$ cat src/ucs_map.svh
`ifndef UCS_MAP_SVH
`define UCS_MAP_SVH

// Register indices; byte address is four times the index
`define UCS_CTRL_IDX 8'h03
`define UCS_STAT_IDX 8'h04
`define UCS_DATA_IDX 8'h07
`define UCS_CFG_IDX 8'h08

// Control register fields
`define UCS_TX_EMPTY_IE 7
`define UCS_TX_DONE_IE 6
`define UCS_RX_FULL_IE 5
`define UCS_QUIET_IE 4
`define UCS_TX_ON 3
`define UCS_RX_ON 2
`define UCS_RX_STBY 1
`define UCS_BRK_SEND 0

// Status register fields
`define UCS_ST_TX_BUFFER_EMPTY_FLAG 7
`define UCS_ST_TC 6
`define UCS_ST_RX_BUFFER_FULL_FLAG 5
`define UCS_ST_QUIET 4
`define UCS_ST_OVR 3

// Configuration register fields
`define UCS_CFG_NINE 0
`define UCS_CFG_LONG_BRK 1
`define UCS_CFG_TX_B8 2

// Reset values
`define UCS_CTRL_RST 8'h00
`define UCS_CFG_RST 8'h00

// Clock cycles per serial bit and extra break bits in long mode
`define UCS_BIT_CYCLES 8'h10
`define UCS_LONG_BRK_EXTRA 4'h3

`endif

$ cat src/ucs_pkg.sv
package ucs_pkg;

  typedef enum logic [3:0] {
    UCS_TX_IDLE = 4'b0001,
    UCS_TX_DATA = 4'b0010,
    UCS_TX_PRE = 4'b0100,
    UCS_TX_BRK = 4'b1000
  } ucs_tx_state_e;

  typedef enum logic [1:0] {
    UCS_RX_IDLE = 2'b01,
    UCS_RX_BITS = 2'b10
  } ucs_rx_state_e;

  // Bits in one frame: start, 8 or 9 data, stop
  function automatic logic [3:0] ucs_frame_bits(input logic nine);
    ucs_frame_bits = nine ? 4'hb : 4'ha;
  endfunction : ucs_frame_bits

endpackage : ucs_pkg

$ cat src/ucs_ctrl.sv
`timescale 1ns/1ps
`default_nettype none
`include "ucs_map.svh"

// Contract
// - Control bit 7 gates transmit buffer empty onto interrupt.
// - Control bit 6 gates transmit done onto interrupt.
// - Control bit 5 gates receive full and overrun onto interrupt.
// - Control bit 4 gates line quiet onto interrupt.
// - Bit 3 enables transmitter, owns output pin, queues idle preamble.
// - Bit 2 enables the receiver.
// - Bit 1 is receiver standby; masks rx interrupts; hardware clears on wakeup.
// - Pulsing break bit sends one break of 10/11 or 13/14 zeros.
// - Break bit held set sends breaks back to back.
// - Status register readable anytime; writes do nothing.
// - Buffer empty sets on shift load; clears by status read, data write.
// - Transmit done low while busy; high when empty and idle.
// - Done clears by read then write, or on queueing; clear wins.
// - Receive full sets on frame move; clears by status read, data read.
// - Line quiet sets after 10 or 11 consecutive ones.
// - Quiet clears by read sequence; re-arms only after a received frame.
// - In standby, idle line does not set line quiet.
// - Control register readable and writable anytime.
// - Overrun sets on second frame; new data lost, held data kept.

module ucs_ctrl
  import ucs_pkg::*;
(
  input wire logic pclk,
  input wire logic presetn,
  input wire logic [7:0] paddr,
  input wire logic psel,
  input wire logic penable,
  input wire logic pwrite,
  input wire logic [31:0] pwdata,
  output logic [31:0] prdata,
  output logic pready,
  output logic pslverr,
  input wire logic rxd_pin,
  output logic txd_out,
  output logic txd_oe,
  output logic irq
);

  logic [7:0] ctrl_reg;
  logic [7:0] cfg_reg;
  logic [8:0] tx_buf_reg;
  logic [8:0] rx_data_reg;
  logic tx_buffer_empty_flag_reg, tc_reg, rx_buffer_full_flag_reg, quiet_reg, ovr_reg;
  logic arm_tx_buffer_empty_flag_reg, arm_tc_reg, arm_rx_buffer_full_flag_reg, arm_quiet_reg, arm_ovr_reg;
  logic quiet_ok_reg;
  logic pend_pre_reg, pend_brk_reg;
  logic rx_meta_reg, rx_sync_reg;
  ucs_tx_state_e tx_state_reg;
  logic [7:0] tx_cyc_reg;
  logic [3:0] tx_cnt_reg;
  logic [3:0] tx_len_reg;
  logic [10:0] tx_sh_reg;
  logic [7:0] status;
  logic [5:0] widx;
  logic setup, access, wr, rd, mapped;
  logic wr_ctrl, wr_data, rd_stat, rd_data, wr_stat;
  logic frame_done, quiet_done;
  logic [8:0] frame_data;
  logic start_brk, start_pre, start_data, tx_start, tx_last;
  logic tc_set, tc_clr;
  logic [3:0] flen;

  // Address decode; registers sit on word boundaries
  assign widx = paddr[7:2];
  assign setup = psel && !penable;
  assign access = psel && penable;
  assign wr = access && pwrite;
  assign rd = access && !pwrite;
  assign mapped = ({2'b00, widx} == `UCS_CTRL_IDX) || ({2'b00, widx} == `UCS_STAT_IDX) ||
                  ({2'b00, widx} == `UCS_DATA_IDX) || ({2'b00, widx} == `UCS_CFG_IDX);
  assign wr_ctrl = wr && ({2'b00, widx} == `UCS_CTRL_IDX);
  assign wr_stat = wr && ({2'b00, widx} == `UCS_STAT_IDX);
  assign wr_data = wr && ({2'b00, widx} == `UCS_DATA_IDX);
  assign rd_stat = rd && ({2'b00, widx} == `UCS_STAT_IDX);
  assign rd_data = rd && ({2'b00, widx} == `UCS_DATA_IDX);

  // Zero wait states; unmapped words answer with an error
  assign pready = 1'b1;
  assign pslverr = access && !mapped;

  assign status = {tx_buffer_empty_flag_reg, tc_reg, rx_buffer_full_flag_reg, quiet_reg, ovr_reg, 3'b000};

  // Read data captured in setup so it comes from flops in the access phase
  always_ff @(posedge pclk or negedge presetn)
  begin
    if (!presetn)
      prdata <= 32'h0000_0000;
    else if (setup && !pwrite)
    begin
      if ({2'b00, widx} == `UCS_CTRL_IDX)
        prdata <= {24'h00_0000, ctrl_reg};
      else if ({2'b00, widx} == `UCS_STAT_IDX)
        prdata <= {24'h00_0000, status};
      else if ({2'b00, widx} == `UCS_DATA_IDX)
        prdata <= {23'h00_0000, rx_data_reg};
      else if ({2'b00, widx} == `UCS_CFG_IDX)
        prdata <= {24'h00_0000, cfg_reg};
      else
        prdata <= 32'h0000_0000;
    end
  end

  // Control register; standby cleared by hardware on idle-line wakeup
  always_ff @(posedge pclk or negedge presetn)
  begin
    if (!presetn)
      ctrl_reg <= `UCS_CTRL_RST;
    else if (wr_ctrl)
      ctrl_reg <= pwdata[7:0];
    else if (ctrl_reg[`UCS_RX_STBY] && quiet_done)
      ctrl_reg[`UCS_RX_STBY] <= 1'b0;
  end

  // Frame format register: 9-bit mode, long break, ninth tx bit
  always_ff @(posedge pclk or negedge presetn)
  begin
    if (!presetn)
      cfg_reg <= `UCS_CFG_RST;
    else if (wr && ({2'b00, widx} == `UCS_CFG_IDX))
      cfg_reg <= {5'h00, pwdata[2:0]};
  end

  // Transmit buffer; written data waits here until the shifter takes it
  always_ff @(posedge pclk or negedge presetn)
  begin
    if (!presetn)
      tx_buf_reg <= 9'h000;
    else if (wr_data)
      tx_buf_reg <= {cfg_reg[`UCS_CFG_TX_B8], pwdata[7:0]};
  end

  // Clear arming: a status read remembers which flags it returned set.
  // Armed from the captured read data, so a flag rising after setup stays unarmed.
  // Arms survive unrelated accesses, so other code may run between.
  always_ff @(posedge pclk or negedge presetn)
  begin
    if (!presetn)
    begin
      {arm_tx_buffer_empty_flag_reg, arm_tc_reg} <= 2'b00;
      {arm_rx_buffer_full_flag_reg, arm_quiet_reg, arm_ovr_reg} <= 3'b000;
    end
    else if (rd_stat)
    begin
      {arm_tx_buffer_empty_flag_reg, arm_tc_reg} <= prdata[7:6];
      {arm_rx_buffer_full_flag_reg, arm_quiet_reg, arm_ovr_reg} <= prdata[5:3];
    end
    else
    begin
      if (wr_data)
        {arm_tx_buffer_empty_flag_reg, arm_tc_reg} <= 2'b00;
      if (rd_data)
        {arm_rx_buffer_full_flag_reg, arm_quiet_reg, arm_ovr_reg} <= 3'b000;
    end
  end

  // Queued preamble on transmitter enable, queued break on break bit set
  always_ff @(posedge pclk or negedge presetn)
  begin
    if (!presetn)
    begin
      pend_pre_reg <= 1'b0;
      pend_brk_reg <= 1'b0;
    end
    else
    begin
      if (wr_ctrl && pwdata[`UCS_TX_ON] && !ctrl_reg[`UCS_TX_ON])
        pend_pre_reg <= 1'b1;
      else if (start_pre)
        pend_pre_reg <= 1'b0;
      // Latched so a set then early clear still yields one break
      if (wr_ctrl && pwdata[`UCS_BRK_SEND] && !ctrl_reg[`UCS_BRK_SEND])
        pend_brk_reg <= 1'b1;
      else if (start_brk)
        pend_brk_reg <= 1'b0;
    end
  end

  // Next job from idle: break first, then preamble, then data
  assign flen = ucs_frame_bits(cfg_reg[`UCS_CFG_NINE]);
  assign start_brk = (tx_state_reg == UCS_TX_IDLE) && ctrl_reg[`UCS_TX_ON] &&
                     (pend_brk_reg || ctrl_reg[`UCS_BRK_SEND]);
  assign start_pre = (tx_state_reg == UCS_TX_IDLE) && ctrl_reg[`UCS_TX_ON] &&
                     !start_brk && pend_pre_reg;
  assign start_data = (tx_state_reg == UCS_TX_IDLE) && ctrl_reg[`UCS_TX_ON] &&
                      !start_brk && !pend_pre_reg && !tx_buffer_empty_flag_reg;
  assign tx_start = start_brk || start_pre || start_data;
  assign tx_last = (tx_cyc_reg == 8'h00) && (tx_cnt_reg == tx_len_reg - 4'h1);

  // Transmit shifter; every job is a run of bits shifted out LSB first
  always_ff @(posedge pclk or negedge presetn)
  begin
    if (!presetn)
    begin
      tx_state_reg <= UCS_TX_IDLE;
      tx_cyc_reg <= 8'h00;
      tx_cnt_reg <= 4'h0;
      tx_len_reg <= 4'h0;
      tx_sh_reg <= 11'h7ff;
    end
    else
    begin
      unique case (tx_state_reg)
        UCS_TX_IDLE:
        begin
          tx_sh_reg <= 11'h7ff;
          tx_cyc_reg <= `UCS_BIT_CYCLES - 8'h01;
          tx_cnt_reg <= 4'h0;
          if (start_brk)
          begin
            tx_state_reg <= UCS_TX_BRK;
            tx_sh_reg <= 11'h000;
            tx_len_reg <= cfg_reg[`UCS_CFG_LONG_BRK] ?
                          flen + `UCS_LONG_BRK_EXTRA : flen;
          end
          else if (start_pre)
          begin
            tx_state_reg <= UCS_TX_PRE;
            tx_len_reg <= flen;
          end
          else if (start_data)
          begin
            tx_state_reg <= UCS_TX_DATA;
            tx_len_reg <= flen;
            tx_sh_reg <= cfg_reg[`UCS_CFG_NINE] ? {1'b1, tx_buf_reg, 1'b0} :
                                                  {2'b11, tx_buf_reg[7:0], 1'b0};
          end
        end
        UCS_TX_DATA, UCS_TX_PRE, UCS_TX_BRK:
        begin
          if (tx_last)
            tx_state_reg <= UCS_TX_IDLE;
          else if (tx_cyc_reg == 8'h00)
          begin
            tx_cyc_reg <= `UCS_BIT_CYCLES - 8'h01;
            tx_cnt_reg <= tx_cnt_reg + 4'h1;
            tx_sh_reg <= {(tx_state_reg != UCS_TX_BRK), tx_sh_reg[10:1]};
          end
          else
            tx_cyc_reg <= tx_cyc_reg - 8'h01;
        end
        default:
          tx_state_reg <= UCS_TX_IDLE;
      endcase
    end
  end

  // Pin idles high; enable follows the transmitter enable
  always_ff @(posedge pclk or negedge presetn)
  begin
    if (!presetn)
    begin
      txd_out <= 1'b1;
      txd_oe <= 1'b0;
    end
    else
    begin
      txd_out <= (tx_state_reg == UCS_TX_IDLE) ? 1'b1 : tx_sh_reg[0];
      txd_oe <= ctrl_reg[`UCS_TX_ON];
    end
  end

  // Buffer empty: set on shifter load; a data write clears it only
  // after an arming status read, and the load wins any collision
  always_ff @(posedge pclk or negedge presetn)
  begin
    if (!presetn)
      tx_buffer_empty_flag_reg <= 1'b1;
    else if (start_data)
      tx_buffer_empty_flag_reg <= 1'b1;
    else if (wr_data && arm_tx_buffer_empty_flag_reg)
      tx_buffer_empty_flag_reg <= 1'b0;
  end

  // Transmit done: clearing wins over setting in the same cycle
  assign tc_set = tx_buffer_empty_flag_reg && (tx_state_reg == UCS_TX_IDLE) && !pend_pre_reg &&
                  !pend_brk_reg && !ctrl_reg[`UCS_BRK_SEND];
  assign tc_clr = (wr_data && arm_tc_reg) || tx_start ||
                  (tx_state_reg != UCS_TX_IDLE) ||
                  (wr_ctrl && pwdata[`UCS_BRK_SEND]) ||
                  (wr_ctrl && pwdata[`UCS_TX_ON] && !ctrl_reg[`UCS_TX_ON]);

  always_ff @(posedge pclk or negedge presetn)
  begin
    if (!presetn)
      tc_reg <= 1'b1;
    else if (tc_clr)
      tc_reg <= 1'b0;
    else if (tc_set)
      tc_reg <= 1'b1;
  end

  // Two-flop synchroniser for the serial input pin
  always_ff @(posedge pclk or negedge presetn)
  begin
    if (!presetn)
    begin
      rx_meta_reg <= 1'b1;
      rx_sync_reg <= 1'b1;
    end
    else
    begin
      rx_meta_reg <= rxd_pin;
      rx_sync_reg <= rx_meta_reg;
    end
  end

  ucs_rx u_rx (
    .pclk(pclk),
    .presetn(presetn),
    .rxd(rx_sync_reg),
    .enable(ctrl_reg[`UCS_RX_ON]),
    .nine_bit(cfg_reg[`UCS_CFG_NINE]),
    .frame_done(frame_done),
    .frame_data(frame_data),
    .quiet_done(quiet_done)
  );

  // Receive full and overrun; a new event beats a same-cycle clear
  always_ff @(posedge pclk or negedge presetn)
  begin
    if (!presetn)
    begin
      rx_buffer_full_flag_reg <= 1'b0;
      ovr_reg <= 1'b0;
      rx_data_reg <= 9'h000;
    end
    else
    begin
      if (frame_done && rx_buffer_full_flag_reg && !(rd_data && arm_rx_buffer_full_flag_reg))
        ovr_reg <= 1'b1;
      else if (rd_data && arm_ovr_reg)
        ovr_reg <= 1'b0;
      if (frame_done && (!rx_buffer_full_flag_reg || (rd_data && arm_rx_buffer_full_flag_reg)))
      begin
        rx_buffer_full_flag_reg <= 1'b1;
        rx_data_reg <= frame_data;
      end
      else if (rd_data && arm_rx_buffer_full_flag_reg)
        rx_buffer_full_flag_reg <= 1'b0;
    end
  end

  // Line quiet; re-armed only by a frame landing in the buffer
  always_ff @(posedge pclk or negedge presetn)
  begin
    if (!presetn)
    begin
      quiet_reg <= 1'b0;
      quiet_ok_reg <= 1'b1;
    end
    else
    begin
      if (quiet_done && quiet_ok_reg && !ctrl_reg[`UCS_RX_STBY])
        quiet_reg <= 1'b1;
      else if (rd_data && arm_quiet_reg)
      begin
        quiet_reg <= 1'b0;
        quiet_ok_reg <= 1'b0;
      end
      if (frame_done && (!rx_buffer_full_flag_reg || (rd_data && arm_rx_buffer_full_flag_reg)))
        quiet_ok_reg <= 1'b1;
    end
  end

  // Single request; receiver sources masked during standby
  always_ff @(posedge pclk or negedge presetn)
  begin
    if (!presetn)
      irq <= 1'b0;
    else
      irq <= (tx_buffer_empty_flag_reg && ctrl_reg[`UCS_TX_EMPTY_IE]) ||
             (tc_reg && ctrl_reg[`UCS_TX_DONE_IE]) ||
             (!ctrl_reg[`UCS_RX_STBY] &&
              (((rx_buffer_full_flag_reg || ovr_reg) && ctrl_reg[`UCS_RX_FULL_IE]) ||
               (quiet_reg && ctrl_reg[`UCS_QUIET_IE])));
  end
endmodule : ucs_ctrl
`default_nettype wire

$ cat src/ucs_rx.sv
`timescale 1ns/1ps
`default_nettype none
`include "ucs_map.svh"

module ucs_rx
  import ucs_pkg::*;
(
  input wire logic pclk,
  input wire logic presetn,
  input wire logic rxd,
  input wire logic enable,
  input wire logic nine_bit,
  output logic frame_done,
  output logic [8:0] frame_data,
  output logic quiet_done
);

  ucs_rx_state_e state_reg;
  logic [7:0] cyc_reg;
  logic [3:0] idx_reg;
  logic [10:0] sh_reg;
  logic [7:0] ones_reg;
  logic [3:0] len;
  logic [7:0] quiet_lim;
  logic tick;

  assign len = ucs_frame_bits(nine_bit);
  assign quiet_lim = 8'(len * `UCS_BIT_CYCLES);
  assign tick = (cyc_reg == 8'h00);

  // Start edge, mid-bit sampling, frame assembly
  always_ff @(posedge pclk or negedge presetn)
  begin
    if (!presetn)
    begin
      state_reg <= UCS_RX_IDLE;
      cyc_reg <= 8'h00;
      idx_reg <= 4'h0;
      sh_reg <= 11'h000;
      frame_done <= 1'b0;
      frame_data <= 9'h000;
    end
    else
    begin
      frame_done <= 1'b0;
      if (!enable)
        state_reg <= UCS_RX_IDLE;
      else
        unique case (state_reg)
          UCS_RX_IDLE:
            if (!rxd)
            begin
              state_reg <= UCS_RX_BITS;
              cyc_reg <= `UCS_BIT_CYCLES >> 1; // Aim at bit centre
              idx_reg <= 4'h0;
            end
          UCS_RX_BITS:
            if (!tick)
              cyc_reg <= cyc_reg - 8'h01;
            else if (idx_reg == 4'h0 && rxd)
              state_reg <= UCS_RX_IDLE; // Glitch, not a start bit
            else
            begin
              sh_reg <= {rxd, sh_reg[10:1]};
              cyc_reg <= `UCS_BIT_CYCLES - 8'h01;
              idx_reg <= idx_reg + 4'h1;
              if (idx_reg == len - 4'h1)
              begin
                state_reg <= UCS_RX_IDLE;
                frame_done <= 1'b1;
                frame_data <= nine_bit ? sh_reg[10:2] : {1'b0, sh_reg[10:3]};
              end
            end
        endcase
    end
  end

  // Line-quiet timer; one pulse per run of ones one frame long
  always_ff @(posedge pclk or negedge presetn)
  begin
    if (!presetn)
    begin
      ones_reg <= 8'h00;
      quiet_done <= 1'b0;
    end
    else
    begin
      quiet_done <= 1'b0;
      if (!enable || !rxd)
        ones_reg <= 8'h00;
      else if (ones_reg < quiet_lim)
      begin
        ones_reg <= ones_reg + 8'h01;
        quiet_done <= (ones_reg == quiet_lim - 8'h01);
      end
    end
  end

endmodule : ucs_rx
`default_nettype wire

$ cat config.mk
export PLATFORM = sky130hd
export DESIGN_NAME = ucs_ctrl
export DESIGN_NICKNAME = d
export VERILOG_FILES = /design/src/ucs_pkg.sv /design/src/ucs_ctrl.sv /design/src/ucs_rx.sv
export VERILOG_INCLUDE_DIRS = /design/src
export SDC_FILE = /design/constraint.sdc
export NUM_CORES = 1
export LEC_CHECK = 0
export ABC_AREA = 1
export BUFFER_PORTS_ARGS = -buffer_cell sky130_fd_sc_hd__buf_2
export CAP_MARGIN = 0
export CORE_MARGIN = 5
export CORE_UTILIZATION = 59
export CTS_BUF_LIST = sky130_fd_sc_hd__clkbuf_16
export DETAILED_ROUTE_END_ITERATION = 8
export PLACE_DENSITY = 0.85
export SLEW_MARGIN = 20
export SYNTH_ARGS = -nofsm -noshare
export SYNTH_HDL_FRONTEND = slang
export SYNTH_SLANG_ARGS = --single-unit
$ cat constraint.sdc
create_clock -name pclk -period 2 [get_ports pclk]
set_clock_uncertainty 0.15 [all_clocks]
set_input_delay 0.3 -clock pclk [delete_from_list [all_inputs] [get_ports pclk]]
set_output_delay 0.3 -clock pclk [all_outputs]
set_load 0.02 [all_outputs]
-- Word-level counts from Yosys, hierarchy flattened
Cells that the tools add are included.
- flip-flop bits (word level): 154
- input port bits: 46
- output and inout bits: 37
- word-level logic and storage cells: 253
- add/sub/neg operators: 9
- magnitude comparators: 1
- equal/unequal tests: 27
- muxes and demuxes: 77
- bitwise logic cells: 1
- reduce and logical (&&, ||, !) cells: 101
- operators by type and width (cell ; count):
    32-bit two-way mux ; 3
    8-bit two-way mux ; 7
    4-bit two-way mux ; 13
    1-bit logical AND ; 43
    1-bit two-way mux ; 34
    11-bit two-way mux ; 3
    8-bit one-hot mux with 2 select lines ; 2
    10-bit two-way mux ; 3
    2-bit nonzero test ; 13
    4-bit one-hot mux with 2 select lines ; 3
    8-bit by 1-bit subtractor with 8-bit output (second input constant) ; 3
    11-bit one-hot mux with 2 select lines ; 1
    8-bit logical NOT ; 2
    1-bit logical OR ; 16
    1-bit logical NOT ; 14
    6-bit by 3-bit equality test with 1-bit output (second input constant) ; 2
    2-bit != test (second input constant) ; 6
    2-bit two-way mux ; 5
    9-bit two-way mux ; 1
    3-bit AND reduction ; 3
    4-bit by 1-bit adder with 4-bit output (second input constant) ; 2
    8-bit by 1-bit adder with 8-bit output (second input constant) ; 1
    4-bit equality test ; 2
    8-bit equality test ; 1
    other kinds (26) ; 33

-- Depth between registers and ports, before layout
Gate-level depths: netlist of the first run.
- word-level depth: 13
- depth in mapped cells: 13
- depth with buffers taken out: 13

-- By module
From an unflattened synthesis of the first run, not the netlist that was laid out.
- cell total of the unflattened synthesis: 850
- area, all modules: 6886.6 µm²
- by module, submodules not included (module ; instances ; cells an instance ; area each (µm²) ; sequential area each (µm²)):
    ucs_ctrl ; 1 ; 582 ; 4623.2 ; 2199.6
    ucs_rx ; 1 ; 268 ; 2263.4 ; 1052.3

-- Worst setup path before layout of the first run
Ideal clock, no wire load.
- path type: register -> register
- start: register tx_len_reg[0]
- end: register tx_state_reg[3]
- data arrival time: 1481 ps
- data required time: 1729 ps
- path slack: 249 ps
- stages on the path, launching flop included: 13
- cells stage by stage: dfrtp_1 inv_1 ha_1 nand2_1 inv_1 nor2_1 nand2_1 nor2_4 nand3_4 nand2_4 nand2_2 nand2_1 nand2_1
- longest elaborated chain between the ends: 5
- ends and longest elaborated chain (what ; RTL line ; source):
    start, declared ; ucs_ctrl.sv:57 ; logic [3:0] tx_len_reg;
    start signal, assigned ; ucs_ctrl.sv:218 ; tx_len_reg <= cfg_reg[`UCS_CFG_LONG_BRK] ?
    start signal, assigned ; ucs_ctrl.sv:224 ; tx_len_reg <= flen;
    start signal, assigned ; ucs_ctrl.sv:229 ; tx_len_reg <= flen;
    4-bit by 1-bit subtractor with 4-bit output ; ucs_ctrl.sv:193 ; assign tx_last = (tx_cyc_reg == 8'h00) && (tx_cnt_reg == tx_len_reg - 4'h1);
    4-bit equality test ; ucs_ctrl.sv:193 ;
    1-bit logical AND ; ucs_ctrl.sv:193 ;
    2-bit != test (no source line) ; n/a ;
    2-bit AND reduction (no source line) ; n/a ;
    end signal, assigned ; ucs_ctrl.sv:200 ; tx_state_reg <= UCS_TX_IDLE;
    end signal, assigned ; ucs_ctrl.sv:216 ; tx_state_reg <= UCS_TX_BRK;
    end signal, assigned ; ucs_ctrl.sv:223 ; tx_state_reg <= UCS_TX_PRE;
    end, declared ; ucs_ctrl.sv:54 ; ucs_tx_state_e tx_state_reg;
Every way passes these cells.
A chain may end at the register's enable or synchronous reset.

-- Worst setup path in the final report of the first run
- start: register tx_len_reg[0]
- end: register tx_cnt_reg[3]
- longest elaborated chain between the ends: 5
- ends and longest elaborated chain (what ; RTL line ; source):
    4-bit by 1-bit subtractor with 4-bit output ; ucs_ctrl.sv:193 ;
    4-bit equality test ; ucs_ctrl.sv:193 ;
    1-bit logical AND ; ucs_ctrl.sv:193 ;
    2-bit != test (no source line) ; n/a ;
    3-bit AND reduction (no source line) ; n/a ;
    end signal, assigned ; ucs_ctrl.sv:241 ; tx_cnt_reg <= tx_cnt_reg + 4'h1;
    end, declared ; ucs_ctrl.sv:56 ; logic [3:0] tx_cnt_reg;
Every way passes these cells.

==> results of run 1 <==
## power by group
part	switching [mW]	leakage (nW)	internal, mW
combinational	2.06	2.02	1.04
clock	1.10	0.277	1.79
sequential	0.391	1.60	3.25
## worst paths after layout
path                                           endpoint  slack (ps)  cells past startpoint
setup reg to reg              tx_cnt_reg[3]$_DFFE_PN0P_         100                     11
hold reg to reg                   rx_sync_reg$_DFF_PN1_         210                      0
min in group asynchronous  u_rx.ones_reg[0]$_DFFE_PN0P_         100                      2
setup / recovery              tx_cnt_reg[3]$_DFFE_PN0P_         100                     11
max in group asynchronous      tx_sh_reg[8]$_DFFE_PN1P_         970                      3
hold / removal                  ctrl_reg[4]$_DFFE_PN0N_           8                      3
## kinds of logic (layout without fill, tap and decap cells)
| family | Yosys count | in the layout | synth area share (%) |
|---|---|---|---|
| and+or+nand+nor | 427 | 428 | 29.7 |
| buffers and inverters | 137 | 185 | 10.0 |
| DFF | 129 | 129 | 48.0 |
| AOI/OAI and AO/OA | 109 | 109 | 9.22 |
| adders and majority gates | 11 | 11 | 2.03 |
| xor gates and xnor gates | 7 | 7 | 0.905 |
| other | 2 | 24 | 0.111 |
## cell type report
| class | instances | area, sq um |
|---|---|---|
| Clock buffer | 17 | 425 |
| Fill cell | 842 | 3640 |
| Multi-Input combinational cell | 579 | 2960 |
| Tap cell | 143 | 179 |
| Timing Repair Buffer | 56 | 368 |
| Inverter | 97 | 368 |
| Sequential cell | 129 | 3250 |
| Clock inverter | 15 | 128 |
## layer usage
layer	vias up	track usage, %	share of wire (%)
met3	37	5.71	4.5
li1	2717	-	-
met1	2581	28.2	44
met2	144	36.5	49
met4	0	7.95	2.4
met5	-	0	0
## metrics by stage
step           hold slack (ps)  cell area, sq um  utilization [%]  setup TNS (ps)  total power, mW
4_1_cts                  0.458              7610             67.2               0             9.59
5_1_grt                   17.5              7680             67.8           -15.8             10.3
2_1_floorplan             -146              6860                -               0             6.03
3_5_place_dp             -4.64              7000             61.9               0             6.63
6_report                  7.76              7680             67.8               0             9.64
3_3_place_gp             -3.88              7000             61.9               0             6.52
## placed cells by master, fill, tap and decap left out, types with 2 or more instances in the layout
cell and n:
sky130_fd_sc_hd__nand2_1 231, sky130_fd_sc_hd__dfrtp_1 110, sky130_fd_sc_hd__inv_1 86, sky130_fd_sc_hd__nand3_1 83
sky130_fd_sc_hd__o21ai_0 59, sky130_fd_sc_hd__nor2_1 50, sky130_fd_sc_hd__buf_2 31, sky130_fd_sc_hd__conb_1 24
sky130_fd_sc_hd__buf_4 19, sky130_fd_sc_hd__dfstp_2 19, sky130_fd_sc_hd__clkbuf_16 17, sky130_fd_sc_hd__a21oi_1 16
sky130_fd_sc_hd__nand4_1 13, sky130_fd_sc_hd__o21ai_2 12, sky130_fd_sc_hd__ha_1 11, sky130_fd_sc_hd__inv_2 9
sky130_fd_sc_hd__nand2_2 9, sky130_fd_sc_hd__nor2_4 9, sky130_fd_sc_hd__o21ai_1 7, sky130_fd_sc_hd__nor2_2 6
sky130_fd_sc_hd__nor3_1 6, sky130_fd_sc_hd__clkinv_2 6, sky130_fd_sc_hd__nand2_4 6, sky130_fd_sc_hd__xor2_1 6
sky130_fd_sc_hd__clkinv_1 5, sky130_fd_sc_hd__o22ai_1 5, sky130_fd_sc_hd__dlygate4sd3_1 5, sky130_fd_sc_hd__or2_2 3
sky130_fd_sc_hd__nand3_4 3, sky130_fd_sc_hd__o211ai_1 3, sky130_fd_sc_hd__o31ai_1 3, sky130_fd_sc_hd__nand3_2 2
sky130_fd_sc_hd__nand2_8 2, sky130_fd_sc_hd__nor3_4 2, sky130_fd_sc_hd__clkinvlp_4 2, sky130_fd_sc_hd__bufinv_16 2
## worst max-delay path, stage by stage, from the launching register on
cell,delay (ps)
sky130_fd_sc_hd__dfrtp_1,370
sky130_fd_sc_hd__inv_2,60
sky130_fd_sc_hd__ha_1,290
sky130_fd_sc_hd__nand2_1,70
sky130_fd_sc_hd__inv_1,40
sky130_fd_sc_hd__nor2_1,100
sky130_fd_sc_hd__nand2_1,100
sky130_fd_sc_hd__nor2_4,150
sky130_fd_sc_hd__nand3_4,150
sky130_fd_sc_hd__buf_4,190
sky130_fd_sc_hd__nand4_1,80
sky130_fd_sc_hd__nand2_1,60
## timing repair
item / 4_1_cts / 5_1_grt
hold endpoints to repair: 115 / 0
hold buffers: 5 / 0
buffers inserted: 0 / 5
setup endpoints to repair: 0 / 26
resized for setup: 0 / 5
==> results.json, run 1 <==
{
  "root_buffer": "sky130_fd_sc_hd__clkbuf_16",
  "cts_sinks": 129,
  "synth_area_leaders": "sky130_fd_sc_hd__dfrtp_1, sky130_fd_sc_hd__nand2_1, sky130_fd_sc_hd__dfstp_2",
  "post_drt_wl_per_cell_microns": 13.9,
  "grt_ovf": 0,
  "global_route_wire_length_before_repair_microns": 23800,
  "timing.critical_path.to_type": "flip-flop",
  "rows": 39,
  "r2r_start": "tx_len_reg[0]$_DFFE_PN0P_",
  "num_vias": 5479,
  "critical_path.startpoint_type": "flip-flop",
  "tritoncts_clock_tree": "done",
  "final_period_minus_worst_setup_slack_ps": 1900,
  "final_cell_count_no_fill": 1036,
  "grt_max_degree": 62,
  "vdd_ir_drop_max_mv": 0.917,
  "yosysMostFrequentCell": "sky130_fd_sc_hd__nand2_1",
  "syn-instance-count": 822,
  "synth_edf_count": 0,
  "drt_wl_total_microns": 14400,
  "detailedRoute.firstIterationViolations": 403,
  "timing.fmax_ghz": 0.526,
  "post-route-worst-setup-slack_ps": 99.9,
  "synth_sequential_area_ratio_pct": 48.0,
  "leakage_nw": 3.90,
  "distinct_cells_synth": 42,
  "ys_top_cells_by_count": "sky130_fd_sc_hd__nand2_1, sky130_fd_sc_hd__dfrtp_1, sky130_fd_sc_hd__inv_1",
  "layout-drive-gt1-share_pct": 18.5,
  "drt-vias-per-instance": 5.29,
  "insertion_delay_to_the_later_sink_of_the_worst_skew_pair_ps": 420,
  "critPathRequiredTime_ps": 2160,
  "netlist_area_sq_um": 6780,
  "drc": 0,
  "yosysTopAreaCellShare_pct": 40.6,
  "detailedPlace.worstSlack_ps": 59.6,
  "synth_top_area_cell": "sky130_fd_sc_hd__dfrtp_1",
  "die_width_microns": 117,
  "clock_path_buffers": 2,
  "dpl.cell_count": 993,
  "die_height_microns": 117,
  "hpwl_microns": 9760,
  "final_nets": 937,
  "antenna_found_initial": 0,
  "finalSetupViolCount": 0,
  "worst_hold_path_type": "in2reg",
  "grt_pass1_vias": 5151,
  "cts_buffers": 17,
  "max_reg_flops": 11,
  "antenna_violating_nets_post_route": 0,
  "cts_htree_levels": 4,
  "worstSetupPathType": "reg2reg",
  "grt_use_total_pct": 22.1,
  "period_share_pct": 95.0,
  "worstSetupStartpoint": "tx_len_reg[0]$_DFFE_PN0P_",
  "drt_pass1_iterations": 7,
  "proportion_of_register_bits_with_asynchronous_set_or_reset_after_synthesis_pct": 100,
  "warnings_from_yosys": 0,
  "cp_data_arrival_time_ps": 2060,
  "max_cap_viol_count": 0,
  "start_util_pct": 59.8,
  "final_weighted_congestion_in_routability_driven_placement": 0.837,
  "io_pins": 83,
  "status": "complete, no violations",
  "placement.io_buffers": 32,
  "synth_flop_cell": "sky130_fd_sc_hd__dfrtp_1",
  "floorplan.die_area_sq_um": 13700,
  "worst_setup_hold_path_clk_slew_ps": 60,
  "maxSlewViolCount": 0,
  "fp.coreArea_sq_um": 11300,
  "worst-path-max-fanout": 4,
  "flow.area_growth_from_synthesis_pct": 13.3,
  "num_antenna_cells": 0,
  "avgSynthCellArea_sq_um": 8.24,
  "power-per-cell-area_nw_per_um2": 1260,
  "hold_viol_final": 0,
  "hold_path_startpoint": "pwdata[4]",
  "ys_seq_elements": 129
}
No activity file was read; power rests on OpenSTA's default activity.
==> inputs of run 2 (changes only) <==
- PLACE_DENSITY: 0.85 -> 0.84
==> run 2 against run 1 <==
Wire length is 2.8% higher. Critical endpoint is now tx_state_reg[3]$_DFFE_PN0P_. Sequential share of layout area down 0.26 points. Clock power fell by 4%. Register-to-register slack lost 40 ps. Sequential power barely moved. Flip-flop and latch count did not move. Critical path depth unchanged. Global-route usage is 0.59 points higher.
==> results.json, run 2 (synthesis gave the netlist of run 1 again) <==
{
  "status": "complete, no violations",
  "grt_max_degree": 45,
  "root_buffer": "sky130_fd_sc_hd__clkbuf_16",
  "fp.coreArea_sq_um": 11300,
  "cts_sinks": 129,
  "worst_setup_hold_path_clk_slew_ps": 60,
  "worst_hold_path_type": "in2reg",
  "detailedRoute.firstIterationViolations": 541,
  "global_route_wire_length_before_repair_microns": 24700,
  "clock_path_buffers": 2,
  "mostFrequentLayoutCell": "sky130_fd_sc_hd__nand2_1",
  "io_pins": 83,
  "antenna_found_initial": 0,
  "critical_path.startpoint_type": "flip-flop",
  "worstSetupPathType": "reg2reg",
  "drt_pass1_iterations": 5,
  "total_cell_area_at_the_placement_stage_sq_um": 7020,
  "dpl.cell_count": 994,
  "grt_pass1_vias": 5306,
  "leakage_nw": 3.90,
  "rows": 39,
  "drc": 0,
  "die_width_microns": 117,
  "hpwl_microns": 9990,
  "n_fill_cell": 878,
  "tritoncts_clock_tree": "done",
  "grt_use_total_pct": 22.7,
  "die_height_microns": 117,
  "post-route-cell-area_sq_um": 7730,
  "flow.area_growth_from_synthesis_pct": 14.0,
  "final_weighted_congestion_in_routability_driven_placement": 0.858,
  "layout-drive-gt1-share_pct": 19.3,
  "cts_htree_levels": 4,
  "period_share_pct": 97.0,
  "num_vias": 5485,
  "multiInputGateArea_sq_um": 3000,
  "drt_wl_total_microns": 14800,
  "timing.setup.tns_ps": 0,
  "layout.cells.most_common_list": "sky130_fd_sc_hd__nand2_1, sky130_fd_sc_hd__dfrtp_1, sky130_fd_sc_hd__inv_1",
  "maxSlewViolCount": 0,
  "antenna_violating_nets_post_route": 0,
  "report.power.total_mw": 9.60,
  "final_nets": 940,
  "cts_buffers": 17,
  "placement.io_buffers": 32,
  "final_core_util_pct": 68.2,
  "critPathRequiredTime_ps": 2140,
  "final_cell_count_no_fill": 1039,
  "critical-path-slowest-cell": "sky130_fd_sc_hd__dfrtp_1",
  "grt_ovf": 0,
  "num_antenna_cells": 0,
  "timing.critical_path.to_type": "flip-flop",
  "worst-path-max-fanout": 5,
  "start_util_pct": 59.8,
  "drt-vias-per-instance": 5.28,
  "finalSetupViolCount": 0,
  "path_cells": "inv_1, ha_1, inv_1, nor2_2, nand2_2, nor2_4, nand3_4, nand2_8, nand2_2, nand2_1, nand2_1",
  "cp_data_arrival_time_ps": 2080,
  "timing.fmax_ghz": 0.515,
  "max_cap_viol_count": 0,
  "regArea_sq_um": 3250,
  "final_period_minus_worst_setup_slack_ps": 1940,
  "floorplan.die_area_sq_um": 13700,
  "insertion_delay_to_the_later_sink_of_the_worst_skew_pair_ps": 410,
  "hold_viol_final": 0,
  "power-per-cell-area_nw_per_um2": 1240,
  "post_drt_wl_per_cell_microns": 14.2,
  "max_reg_flops": 11,
  "max_stage_delay_ps": 410,
  "vdd_ir_drop_max_mv": 0.903
}
run 2: worst paths after layout:
path | to | slack [ps] | from | depth (start not counted)
min in group asynchronous | u_rx.ones_reg[6]$_DFFE_PN0P_ | 170 | presetn | 2
worst max-delay path | tx_state_reg[3]$_DFFE_PN0P_ | 60 | tx_cyc_reg[0]$_DFFE_PN0P_ | 11
max in group asynchronous | tx_sh_reg[8]$_DFFE_PN1P_ | 890 | presetn | 3
worst min-delay path | tx_buf_reg[4]$_DFFE_PN0N_ | 10 | pwdata[4] | 3
worst max register to register | tx_state_reg[3]$_DFFE_PN0P_ | 60 | tx_cyc_reg[0]$_DFFE_PN0P_ | 11
worst min register to register | rx_sync_reg$_DFF_PN1_ | 210 | rx_meta_reg$_DFF_PN1_ | 0
run 2: worst max-delay path: cells and delay by family, from the launching register on:
| kind | cells | cell delay [ps] |
|---|---|---|
| AND/OR/NAND/NOR | 8 | 960 |
| flip-flops | 1 | 410 |
| buffers and inverters | 2 | 150 |
| adder cells (fa/ha/maj) | 1 | 150 |
run 2: what timing repair did:
item                       4_1_cts  5_1_grt
hold buffers                     5        0
setup buffers                    0        6
hold endpoints to repair       106        0
gates cloned                     0        2
setup endpoints to repair        4       31
pin swaps                        0        7
gates resized for setup          1       11
run 2: power by group:
group          switching [mW]  internal, mW  leakage (nW)
Sequential              0.388          3.25          1.60
Combinational            2.13          1.06          2.04
Clock                    1.10          1.67         0.263
run 2: stage by stage:
stage,setup slack (ps),hold WS (ps)
floorplan,249,-146
global placement,119,60.0
detailed placement,76.4,61.0
CTS,9.77,5.47
global route,-76.7,21.4
finish,59.1,11.2
run 2: cell type report:
cell class                      instances  area share (%)
Sequential cell                       129            42.1
Multi-Input combinational cell        580            38.9
Clock buffer                           17            5.51
Timing Repair Buffer                   58            5.12
Inverter                               97            4.76
Tap cell                              143            2.32
Clock inverter                         15            1.33
run 2: layer usage:
metal / global-route usage [%] / up-vias / share of wire (%) / wire length, microns
met1: 29.0 / 2590 / 42 / 6220
li1: - / 2718 / - / -
met5: 0 / - / 0 / 0
met2: 38.7 / 153 / 51 / 7560
met4: 6.88 / 0 / 1.7 / 253
met3: 5.04 / 24 / 4.9 / 729
==> inputs of run 3 (changes only) <==
- ABC_AREA: 1 -> not set
- ABC_CLOCK_PERIOD_IN_PS: not set -> 2000
- CORE_UTILIZATION: 59 -> 58
- PLACE_DENSITY: 0.84 -> 0.83
==> run 3 against run 2 <==
The flow now finishes with violations (negative setup slack). Clock power increased by 13%. Core utilization up 8.7 points. Global-route usage is 5.2 points higher. Combinational power decreased by 14%. Worst hold slack gained 13 ps. Flip-flop and latch count unchanged. Clock-buffer cell count did not move. Non-clock buffer count increased by 71. Synthesized cell count decreased by 26%. Critical path depth down 3. Via count up 1.0%. Sequential power shrank 9.3%.
==> results.json, run 3 <==
{
  "final_nets": 787,
  "critical_path.startpoint_type": "flip-flop",
  "drt_pass1_iterations": 5,
  "yosysMostFrequentCell": "sky130_fd_sc_hd__dfrtp_1",
  "max_stage_delay_ps": 410,
  "path_cells": "inv_2, ha_4, nor4b_4, and2_4, nand4_4, o21bai_4, clkbuf_16, mux2_4",
  "worst-path-max-fanout": 5,
  "hold_viol_final": 0,
  "timing.critical_path.to_type": "flip-flop",
  "num_antenna_cells": 0,
  "proportion_of_register_bits_with_asynchronous_set_or_reset_after_synthesis_pct": 100,
  "slew-limit-headroom_pct": 55.4,
  "die_height_microns": 115,
  "post_drt_wl_per_cell_microns": 21.7,
  "cp_data_arrival_time_ps": 2380,
  "start_util_pct": 59.2,
  "drt_wl_total_microns": 19200,
  "layout-drive-gt1-share_pct": 39.0,
  "timing.setup.tns_ps": -4560,
  "warnings_from_yosys": 0,
  "global_route_wire_length_before_repair_microns": 28600,
  "hpwl_microns": 10700,
  "grt_ovf": 0,
  "critPathRequiredTime_ps": 2190,
  "detailedPlace.worstSlack_ps": -229,
  "max_cap_viol_count": 0,
  "grt_pass1_vias": 5613,
  "synth_top_area_cell": "sky130_fd_sc_hd__dfrtp_1",
  "insertion_delay_to_the_later_sink_of_the_worst_skew_pair_ps": 420,
  "flow.area_growth_from_synthesis_pct": 30.0,
  "ys_top_cells_by_count": "sky130_fd_sc_hd__dfrtp_1, sky130_fd_sc_hd__nand2_1, sky130_fd_sc_hd__nor2_1",
  "detailedRoute.firstIterationViolations": 696,
  "synth_area_leaders": "sky130_fd_sc_hd__dfrtp_1, sky130_fd_sc_hd__dfstp_2, sky130_fd_sc_hd__mux2_2",
  "synth_flop_cell": "sky130_fd_sc_hd__dfrtp_1",
  "worst_setup_hold_path_clk_slew_ps": 60,
  "tritoncts_clock_tree": "done",
  "drt-vias-per-instance": 6.28,
  "yosysTopAreaCellShare_pct": 42.7,
  "final_period_minus_worst_setup_slack_ps": 2190,
  "finalSetupViolCount": 34,
  "io_pins": 83,
  "vdd_ir_drop_max_mv": 1.12,
  "fp.coreArea_sq_um": 10900,
  "synth_edf_count": 0,
  "drc": 0,
  "power-per-cell-area_nw_per_um2": 1090,
  "root_buffer": "sky130_fd_sc_hd__clkbuf_16",
  "num_vias": 5541,
  "post-route-worst-setup-slack_ps": -186,
  "antenna_violating_nets_post_route": 0,
  "failed_checks": "negative setup slack",
  "reg2reg_slack_ps": -190,
  "critical_path_buf_inv_count": 2,
  "hold_path_startpoint": "pwdata[5]",
  "rsz0062_at_grt": "yes",
  "final_weighted_congestion_in_routability_driven_placement": 0.841,
  "grt_use_total_pct": 27.9,
  "mostFrequentLayoutCell": "sky130_fd_sc_hd__dfrtp_1",
  "rr_endpoint": "tx_sh_reg[3]$_DFFE_PN1P_",
  "grt_max_degree": 58,
  "r2r_start": "tx_cyc_reg[1]$_DFFE_PN0P_",
  "critical-path-slowest-cell": "sky130_fd_sc_hd__dfrtp_1",
  "floorplan.die_area_sq_um": 13300,
  "syn-instance-count": 606,
  "clock_path_buffers": 2,
  "holdPathEnd": "tx_buf_reg[5]$_DFFE_PN0N_",
  "ys_seq_elements": 129,
  "period_share_pct": 109,
  "die_width_microns": 115,
  "synth_sequential_area_ratio_pct": 50.5,
  "rows": 38,
  "layout.cells.most_common_list": "sky130_fd_sc_hd__dfrtp_1, sky130_fd_sc_hd__buf_4, sky130_fd_sc_hd__nand2_1",
  "maxSlewViolCount": 0,
  "worst_hold_path_type": "in2reg",
  "status": "finished, violations left",
  "reg2reg_depth": 8,
  "timing.fmax_ghz": 0.457,
  "antenna_found_initial": 0,
  "final_core_util_pct": 76.9,
  "placement.io_buffers": 32,
  "min_path_cells": 2,
  "cts_buffers": 17,
  "leakage_nw": 3.88,
  "cts_htree_levels": 4,
  "timing_worst_slew_pin_value_ps": 660,
  "cts_sinks": 129,
  "worstSetupPathType": "reg2reg",
  "netlist_area_sq_um": 6440,
  "distinct_cells_synth": 70,
  "final_cell_count_no_fill": 883,
  "max_reg_flops": 11,
  "avgSynthCellArea_sq_um": 10.6,
  "dpl.cell_count": 826,
  "critical-path-top-delay-family": "simple AND/OR/NAND/NOR gates"
}
-- run 3: cell types whose count changed after synthesis, moves of 12 or more --
cell | previous run | this run
sky130_fd_sc_hd__o21ai_0 | 59 | 39
sky130_fd_sc_hd__o21ai_2 | 12 | 0
sky130_fd_sc_hd__mux2_2 | 0 | 36
sky130_fd_sc_hd__inv_1 | 86 | 21
sky130_fd_sc_hd__nand3_1 | 83 | 8
sky130_fd_sc_hd__nand2_1 | 231 | 70
sky130_fd_sc_hd__a21oi_1 | 16 | 28
sky130_fd_sc_hd__mux2i_1 | 0 | 12
-- run 3: worst max-delay path by stage --
stage               depth (start not counted)                        end                       from  slack (ps)
floorplan                                   9   tx_sh_reg[2]$_DFFE_PN1P_  tx_cyc_reg[1]$_DFFE_PN0P_        -160
global placement                            8   tx_sh_reg[1]$_DFFE_PN1P_  tx_cyc_reg[1]$_DFFE_PN0P_        -150
detailed placement                          8   tx_sh_reg[0]$_DFFE_PN1P_  tx_cyc_reg[1]$_DFFE_PN0P_        -230
CTS                                         8  tx_sh_reg[10]$_DFFE_PN1P_  tx_cyc_reg[0]$_DFFE_PN0P_        -140
global route                                8   tx_sh_reg[6]$_DFFE_PN1P_  tx_cyc_reg[1]$_DFFE_PN0P_        -220
finish                                      8   tx_sh_reg[3]$_DFFE_PN1P_  tx_cyc_reg[1]$_DFFE_PN0P_        -190
-- run 3: kinds of logic after synthesis --
family | synth area share (%)
AO/OA/AOI/OAI | 12.5
XOR/XNOR | 2.45
adder cells (fa/ha/maj) | 2.14
buffers and inverters | 5.98
flip-flops | 50.5
multiplexers | 10.4
other | 0.117
AND/OR/NAND/NOR | 15.9
-- run 3: final cells by class --
cell class | instances | area (sq um)
Fill cell | 577 | 2510
Tap cell | 140 | 175
Clock buffer | 17 | 425
Clock inverter | 15 | 166
Timing Repair Buffer | 129 | 1050
Inverter | 21 | 83.8
Sequential cell | 129 | 3250
Multi-Input combinational cell | 432 | 3220
-- run 3: repair_timing --
action,in CTS,in global routing
resized for setup,38,57
cloned,2,2
pin swaps,7,18
endpoints found under the hold margin,118,0
hold buffers,4,0
setup endpoints to repair,54,61
buffers inserted,8,11
-- run 3: layer usage --
| metal | part of all wire, % | global-route usage, % | vias to the layer above |
|---|---|---|---|
| met5 | 0 | 0 | - |
| met4 | 4.4 | 13.5 | 0 |
| met3 | 7.2 | 6.58 | 74 |
| met2 | 53 | 49.2 | 327 |
| met1 | 35 | 31.7 | 2792 |
| li1 | - | - | 2348 |
-- run 3: through the flow --
| step | power, mW | area (sq um) | hold slack [ps] |
|---|---|---|---|
| detailed placement | 5.47 | 7230 | 41.8 |
| floorplan | 4.62 | 6600 | -146 |
| global route | 9.50 | 8380 | 22.9 |
| finish | 9.17 | 8380 | 24.6 |
| global placement | 5.33 | 7230 | 39.8 |
| CTS | 8.90 | 8070 | 2.98 |
-- run 3: power breakdown --
part / total [mW] / internal [mW] / switching [mW]
clock network: 3.14 / 1.95 / 1.19
registers: 3.30 / 3.01 / 0.283
logic: 2.73 / 1.34 / 1.39
total: 9.17 / 6.30 / 2.87
